File: config.mk
export PLATFORM = sky130hd
export DESIGN_NAME = dap_port_ctrl
export DESIGN_NICKNAME = d
export VERILOG_FILES = /design/src/logic/dap_pkg.sv /design/src/logic/dap_port_ctrl.sv /design/src/logic/dap_pin_sync.sv
export SDC_FILE = /design/constraint.sdc
export NUM_CORES = 1
export LEC_CHECK = 0
export ABC_AREA = 1
export ABC_CLOCK_PERIOD_IN_PS = 1500
export BUFFER_PORTS_ARGS = -buffer_cell sky130_fd_sc_hd__buf_2
export CAP_MARGIN = 20
export CORE_MARGIN = 4
export CORE_UTILIZATION = 51
export CTS_BUF_LIST = sky130_fd_sc_hd__clkbuf_16
export CTS_CLUSTER_SIZE = 16
export DETAILED_ROUTE_END_ITERATION = 8
export HOLD_SLACK_MARGIN = 0.12
export PLACE_DENSITY = 0.83
export SLEW_MARGIN = 10
export SYNTH_ARGS = -nofsm -noshare
export SYNTH_HDL_FRONTEND = slang
export SYNTH_HIERARCHICAL = 1
export SYNTH_SLANG_ARGS = --single-unit
File: constraint.sdc
create_clock -name clock -period 1.5 [get_ports clock]
set_input_delay 0.15 -clock clock [delete_from_list [all_inputs] [get_ports clock]]
set_output_delay 0.15 -clock clock [all_outputs]
set_load 0.05 [all_outputs]
File: src/logic/dap_pkg.sv
// Shared constants for the dual converter parallel port control block.
// Assumes a single 125 MHz system clock and active-low asynchronous reset.
package dap_pkg;
	// Parallel data bus width, bit 11 is the most significant
	localparam int DATA_W = 12;
	// Converter clock rising edges from conversion start to end of busy
	localparam logic [3:0] CONV_EDGES = 4'he;
	// Input synchroniser depth for pins from outside the clock domain
	localparam int SYNC_STAGES = 3;
	// Reset values
	localparam logic [11:0] DATA_RST = 12'h000;
	localparam logic [3:0] CNT_RST = 4'h0;
	// Converter sequence states
	typedef enum logic [1:0] {DAP_SAMPLE, DAP_HOLD, DAP_CONVERT} dap_state_e;
endpackage

File: src/logic/dap_port_ctrl.sv
// Conversion sequencing and parallel host port of a dual 12-bit converter.
// Assumes all host pins and the converter clock pin are asynchronous to clock,
// and that converted words for both channels arrive on result_a and result_b.
// Notes on behaviour
// - Busy high in hold, low when done
// - Start strobe falling edge enters hold immediately
// - Conversion begins on next converter clock rise
// - Port answers only while chip select low
// - Chip select high: ignore read and write strobes, release bus
// - Read strobe fall presents next output word
// - Write strobe rise captures bus word
// - Busy drops after fourteenth converter clock rise
`timescale 1ns/1ps
module dap_port_ctrl
(
	input wire logic clock,
	input wire logic rst_n,
	input wire logic conversion_start_strobe,
	input wire logic adc_clock_pin,
	input wire logic cs_n,
	input wire logic rd_n,
	input wire logic wr_n,
	input wire logic [dap_pkg::DATA_W-1:0] data_bus_in,
	input wire logic [dap_pkg::DATA_W-1:0] result_a,
	input wire logic [dap_pkg::DATA_W-1:0] result_b,
	output logic [dap_pkg::DATA_W-1:0] data_bus_out,
	output logic data_bus_oe,
	output logic busy,
	output logic hold_mode,
	output logic [dap_pkg::DATA_W-1:0] config_word,
	output logic config_valid
);
	import dap_pkg::*;

	logic [16:0] pins_raw;
	logic [16:0] pins_f;
	logic cvst_f;
	logic aclk_f;
	logic cs_f;
	logic rd_f;
	logic wr_f;
	logic [DATA_W-1:0] din_f;
	logic cvst_prev_r;
	logic aclk_prev_r;
	logic rd_prev_r;
	logic wr_prev_r;
	logic cvst_fall;
	logic aclk_rise;
	logic rd_fall;
	logic wr_rise;
	dap_state_e state_r;
	logic [3:0] edge_cnt_r;
	logic [DATA_W-1:0] word_a_r;
	logic [DATA_W-1:0] word_b_r;
	logic next_is_b_r;
	logic busy_r;
	logic hold_r;
	logic [DATA_W-1:0] dout_r;
	logic oe_r;
	logic [DATA_W-1:0] cfg_r;
	logic cfg_valid_r;

	// All pins idle high except the converter clock; data bus lanes in the low bits
	assign pins_raw = {conversion_start_strobe, adc_clock_pin, cs_n, rd_n, wr_n, data_bus_in};

	// Reset levels match the idle pins, so no false edge follows reset
	dap_pin_sync #(
		.WIDTH(17),
		.RST_VAL({5'h17, DATA_RST})
	) u_sync (
		.clock(clock),
		.rst_n(rst_n),
		.pin(pins_raw),
		.level(pins_f)
	);

	assign cvst_f = pins_f[16];
	assign aclk_f = pins_f[15];
	assign cs_f = pins_f[14];
	assign rd_f = pins_f[13];
	assign wr_f = pins_f[12];
	assign din_f = pins_f[DATA_W-1:0];

	// Previous filtered levels for edge detection
	always_ff @(posedge clock or negedge rst_n)
	begin
		if (!rst_n)
		begin
			cvst_prev_r <= 1'b1;
			aclk_prev_r <= 1'b0;
			rd_prev_r <= 1'b1;
			wr_prev_r <= 1'b1;
		end
		else
		begin
			cvst_prev_r <= cvst_f;
			aclk_prev_r <= aclk_f;
			rd_prev_r <= rd_f;
			wr_prev_r <= wr_f;
		end
	end

	assign cvst_fall = cvst_prev_r && !cvst_f;
	assign aclk_rise = !aclk_prev_r && aclk_f;
	assign rd_fall = rd_prev_r && !rd_f;
	assign wr_rise = !wr_prev_r && wr_f;

	// Conversion sequence; a start strobe during a conversion is ignored so the
	// held sample is never disturbed mid-conversion
	always_ff @(posedge clock or negedge rst_n)
	begin
		if (!rst_n)
		begin
			state_r <= DAP_SAMPLE;
			edge_cnt_r <= CNT_RST;
			busy_r <= 1'b0;
			hold_r <= 1'b0;
		end
		else
		begin
			unique case (state_r)
				DAP_SAMPLE:
				begin
					if (cvst_fall)
					begin
						// Hold does not wait for the converter clock
						state_r <= DAP_HOLD;
						hold_r <= 1'b1;
						busy_r <= 1'b1;
					end
				end
				DAP_HOLD:
				begin
					if (aclk_rise)
					begin
						state_r <= DAP_CONVERT;
						edge_cnt_r <= 4'h1;
					end
				end
				DAP_CONVERT:
				begin
					if (aclk_rise)
					begin
						if (edge_cnt_r == CONV_EDGES - 4'h1)
						begin
							state_r <= DAP_SAMPLE;
							edge_cnt_r <= CNT_RST;
							busy_r <= 1'b0;
							hold_r <= 1'b0;
						end
						else
							edge_cnt_r <= edge_cnt_r + 4'h1;
					end
				end
			endcase
		end
	end

	// Result words land when the conversion completes; read order restarts at A
	always_ff @(posedge clock or negedge rst_n)
	begin
		if (!rst_n)
		begin
			word_a_r <= DATA_RST;
			word_b_r <= DATA_RST;
			next_is_b_r <= 1'b0;
		end
		else if (state_r == DAP_CONVERT && aclk_rise && edge_cnt_r == CONV_EDGES - 4'h1)
		begin
			word_a_r <= result_a;
			word_b_r <= result_b;
			next_is_b_r <= 1'b0;
		end
		else if (rd_fall && !cs_f)
			next_is_b_r <= !next_is_b_r;
	end

	// Read side: drive from read strobe fall until it rises or chip select leaves
	always_ff @(posedge clock or negedge rst_n)
	begin
		if (!rst_n)
		begin
			dout_r <= DATA_RST;
			oe_r <= 1'b0;
		end
		else if (cs_f)
			oe_r <= 1'b0;
		else if (rd_fall)
		begin
			// Bit eleven of the word sits on the bus msb lane
			dout_r <= next_is_b_r ? word_b_r : word_a_r;
			oe_r <= 1'b1;
		end
		else if (rd_f)
			oe_r <= 1'b0;
	end

	// Write side: capture on the write strobe rise, only while selected
	always_ff @(posedge clock or negedge rst_n)
	begin
		if (!rst_n)
		begin
			cfg_r <= DATA_RST;
			cfg_valid_r <= 1'b0;
		end
		else
		begin
			cfg_valid_r <= wr_rise && !cs_f;
			if (wr_rise && !cs_f)
				cfg_r <= din_f;
		end
	end

	assign data_bus_out = dout_r;
	assign data_bus_oe = oe_r;
	assign busy = busy_r;
	assign hold_mode = hold_r;
	assign config_word = cfg_r;
	assign config_valid = cfg_valid_r;
endmodule

File: src/logic/dap_pin_sync.sv
// Three-flop pin synchroniser with agreement filter, one lane per bit.
// Assumes inputs are asynchronous pins; output changes once stages two and three agree.
`timescale 1ns/1ps
module dap_pin_sync #(
	parameter int WIDTH = 1,
	parameter logic [WIDTH-1:0] RST_VAL = '0
) (
	input wire logic clock,
	input wire logic rst_n,
	input wire logic [WIDTH-1:0] pin,
	output logic [WIDTH-1:0] level
);
	genvar i;
	generate
		for (i = 0; i < WIDTH; i++)
		begin : g_lane
			logic s1_r;
			logic s2_r;
			logic s3_r;
			logic lvl_r;
			// First stage is read only by the second stage to keep metastability contained
			always_ff @(posedge clock or negedge rst_n)
			begin
				if (!rst_n)
				begin
					s1_r <= RST_VAL[i];
					s2_r <= RST_VAL[i];
					s3_r <= RST_VAL[i];
					lvl_r <= RST_VAL[i];
				end
				else
				begin
					s1_r <= pin[i];
					s2_r <= s1_r;
					s3_r <= s2_r;
					if (s2_r == s3_r)
						lvl_r <= s3_r; // Only settled values pass
				end
			end
			// One flop per lane keeps each output bit with a single driver
			assign level[i] = lvl_r;
		end
	endgenerate
endmodule

# == Yosys cells after proc, flatten, opt, wreduce, memory -nomap -nowiden ==
# Index checks and enable logic that the tools add are counted.
# word_totals
ff_bits,130
in_bits,43
out_inout_bits,28
word_cells,150
# classes
n_addsub,1
n_eq_ne,24
mux,19
bitwise_logic,1
reduce_logical,23
# ops
op,count
$eq 1x1->1,17
$mux 12,1
$mux 4,3
$logic_and 1x1->1,8
$mux 1,8
$mux 2,4
$ne 2x2->1 const B,4
$pmux 4 s2,1
$reduce_and 4->1,2
$logic_not 1->1,6
$pmux 2 s3,1
$reduce_bool 2->1,3
$add 4x1->4 const B,1
$eq 4x4->1 const B,1
$reduce_and 3->1,1
$reduce_bool 3->1,1
$eq 2x1->1 const B,1
$eq 2x2->1 const B,1
$logic_not 2->1,1
$pmux 1 s2,1
$reduce_and 2->1,1
$not 1->1,1

# == Longest topological paths before layout ==
# logic_depth
word_depth,5
ltp_mapped,8

# == Cells and area by module ==
# The synthesis kept the hierarchy.
# modules_own_cells
mod,instances,cells_per_inst,area_each_um2
dap_port_ctrl,1,303,2703.8
dap_pin_sync,1,153,2125.8

# == Least setup slack after synthesis ==
# No wires, ideal clock.
# synth_timing
path_type,register -> register
from,reg state_r[0]
to,reg word_b_r[4]
t_arrival_ns,1.223
path_slack_ns,0.154
stages_incl_launch_ff,7
path_buffers,1
cell_sequence,dfrtp_1 -> inv_1 -> ha_1 -> nand3_4 -> clkbuf_1 -> o21ai_0 -> nand2_1
# synth_between
elab_chain_cells,3
# synth_rtl
element,line,source
from (decl),dap_port_ctrl.sv:51,dap_state_e state_r;
from (signal assigned),dap_port_ctrl.sv:114,state_r <= DAP_SAMPLE;
from (signal assigned),dap_port_ctrl.sv:127,state_r <= DAP_HOLD;
from (signal assigned),dap_port_ctrl.sv:136,state_r <= DAP_CONVERT;
$eq 2x2->1,dap_port_ctrl.sv:168,else if (state_r == DAP_CONVERT && aclk_rise && edge_cnt_r == CONV_EDGES - 4'h1)
$logic_and 1x1->1 (2 in a row),dap_port_ctrl.sv:168,
to (signal assigned),dap_port_ctrl.sv:171,word_b_r <= result_b;
to (decl),dap_port_ctrl.sv:54,logic [DATA_W-1:0] word_b_r;
# No other way between the ends.
# A chain may end at the register's enable or synchronous reset.

# == Worst setup path after layout ==
# layout_timing
from,reg state_r[0]
to,reg word_a_r[5]
# layout_between
elab_chain_cells,3
# layout_rtl
element,line,source
$eq 2x2->1,dap_port_ctrl.sv:168,
$logic_and 1x1->1 (2 in a row),dap_port_ctrl.sv:168,
to (signal assigned),dap_port_ctrl.sv:170,word_a_r <= result_a;
to (decl),dap_port_ctrl.sv:53,logic [DATA_W-1:0] word_a_r;
# No other way between the ends.

==> qor.txt <==
Die area: 11090 um^2
Leading area contributor after synthesis: dfrtp_1
Vias: 3355
# clock sinks: 130
Starting DRT DRC Count: 185
Max Cap Viol: 0
H-tree levels: 4
Fmax: 709.6 MHz
Root buf cell: clkbuf_16
Synth top area share: 57.51%
Slew headroom: 73.71%
CP endpoint kind: flop
Design area: 6292 um^2
Gate Count Post-Synth: 456
Vias per std cell: 4.732
LEAKAGE: 3.054 nW
Total power: 10.67 mW
Psw: 3.464 mW
Syn Area/Cell: 10.59 um^2
Worst-Margin Slew: 0.3938 ns
Nets: 615
Final setup TNS: 0 ns
Hold WC Path Type: input port to async pin
Most common cell in the netlist: nand2_1
Port Buf Inserts: 70
Syn-to-layout area delta: 30.28%
Crit-path max FO: 37
GR Overflow Total: 0
Worst setup margin: 0.09067 ns
CTS Buffer Depth: 2
Fin crit period: 1.409 ns
Residual DRC: 0
Period utilisation layout: 93.96%
Clock power share: 39.1%
Synth cell count leaders: 152 x nand2_1, 111 x dfrtp_1, 46 x inv_1
Detail Placement HPWL: 5976 um
Worst Skew: 0.007058 ns
Post-Layout Cell Count: 709
Syn Nets: 504
Asr flop ratio synth: 100.0%
Ys flop type: dfrtp_1
Pint: 7.205 mW
Ratio of cells with drive above 1 in the final layout: 25.00%
Post-DRT Antenna Nets: 0
Seq cells post-synth: 130
Final-report hold violation count: 0
Cell Area, Synth: 4830 um^2
Die H: 105.3 um
Worst setup SP type: flop
Largest net degree at the start of global routing: 70
Register-to-Register Path Depth: 7
Worst skew pair latency: 0.41 ns
Switching Share: 32.47%
First-pass GRT wire length: 15930 um
First-pass iteration count of the detailed router: 4
FP Rows: 35
Number of synthesized flops with an enable pin: 0
Worst setup path class: flop to flop
Yosys warns: 6
CTS tree: yes
Main area contributors after synthesis: dfrtp_1 58%, nand2_1 12%, dfstp_2 10%
DR WL/cell: 13.51 um
Peak supply drop: 1.147 mV
Comb pwr share: 21.5%
Sequential share of power: 39.4%
Max Slew Vio Count: 0
Total track usage: 18.42%
Initial core utilization: 52.27%
WP data arrival: 1.73 ns
Status: completed
Routability cong.: 0.8068
Antenna violations before repair: 0
# diodes: 0
Setup Viol. Count Final: 0
Core Util, Final: 68.10%
Req. time, crit path: 1.82 ns
Cts bufs inserted: 17
Ports: 71
Core Area: 9240 um^2
WL final: 9581 um
Clk slew on worst S/H paths: 0.06 ns
Cell Area, Placed: 5225 um^2
PwrDens: 1695 nW/um^2
Cells after DPL: 633
Chip Width: 105.3 um
Register area share after synthesis: 67.85%
Worst slack, placed: 0.06216 ns
Hold WS: 0.2908 ns
Synth cell types: 24
Vias in the first global route: 3428
## registers in the layout, summed over array words and instances (netlist names), 12 cells and up
name and cells:
config_word 12, data_bus_out 12, u_sync/g_lane.lvl_r 17, u_sync/g_lane.s1_r 17, u_sync/g_lane.s2_r 17, u_sync/g_lane.s3_r 17, word_a_r 12, word_b_r 12
## routing by layer
layer  GRT usage (%)  share of wire (%)  vias to the layer above  wire (um)
li1                -                  -                     1627          -
met1           21.17                 40                     1623       3850
met2           31.97                 53                       86       5107
met3           6.307                4.7                       19        449
met4           6.467                1.8                        0        174
met5               0                  0                        -          0
## worst paths after layout
kind	to	slack (ns)	from
worst max-delay path	word_a_r[5]$_DFFE_PN0P_	0.09	state_r[0]$_DFFE_PN0P_
worst min-delay path	u_sync/g_lane[4].s2_r$_DFF_PN0_	0.29	rst_n
worst max register to register	word_a_r[5]$_DFFE_PN0P_	0.09	state_r[0]$_DFFE_PN0P_
worst min register to register	u_sync/g_lane[10].s2_r$_DFF_PN0_	0.34	u_sync/g_lane[10].s1_r$_DFF_PN0_
max in group asynchronous	cvst_prev_r$_DFF_PN1_	0.89	rst_n
min in group clock	u_sync/g_lane[10].s2_r$_DFF_PN0_	0.34	u_sync/g_lane[10].s1_r$_DFF_PN0_
## cell type report
cell class,instances,area [um^2]
inverters,47,180.2
multi-input cells,250,1187
clock buffers,17,425.4
repair buffers,120,870.8
flip-flops and latches,130,3277
repair inverters,1,7.507
clock inverters,15,182.7
fillers,662,2948
well taps,129,161.4
## cell families (layout without fill, tap and decap cells)
group,count (synthesis),count (layout),synth area share (%)
xor gates and xnor gates,1,1,0.1814
DFF,130,130,67.85
and+or+nand+nor,188,188,15.88
adders and majority gates,5,5,1.295
AOI/OAI and AO/OA,56,56,6.814
buffers and inverters,76,200,7.979
## worst max-delay path, cell delays in order, from the launching register on
cell and delay, ns:
dfrtp_1 0.40, inv_1 0.14, ha_4 0.19, nand3_4 0.12, nor2_8 0.11, buf_12 0.20
nand2_1 0.07, o21ai_0 0.08
## power groups by stage
stage | combinational [mW] | sequential (mW) | clock, mW
2_1_floorplan | 0.869 | 4.98 | 0
3_5_place_dp | 2.12 | 4.25 | 0
4_1_cts | 2.24 | 4.20 | 4.25
6_report | 2.29 | 4.20 | 4.18
3_3_place_gp | 2.06 | 4.22 | 0
5_1_grt | 2.50 | 4.25 | 4.45
## repair_timing
action	in CTS	in global routing
endpoints found under the hold margin	171	0
buffers inserted	0	1
resized for setup	0	8
hold buffers	42	0
setup endpoints to repair	0	33
## cells in the final DEF (no fill, tap or decap), types with 4 or more instances in the layout
master         instances
dfstp_2               19
clkbuf_16             17
dlygate4sd3_1         42
o21ai_0               17
a21oi_1               18
clkinvlp_4             5
o211ai_1              12
nand2_1              150
o21ai_1                4
buf_4                  6
nor2_1                24
buf_2                 69
inv_1                 45
nand4_1                4
dfrtp_1              111
o21ai_2                5
(Power assumes the default switching activity.)
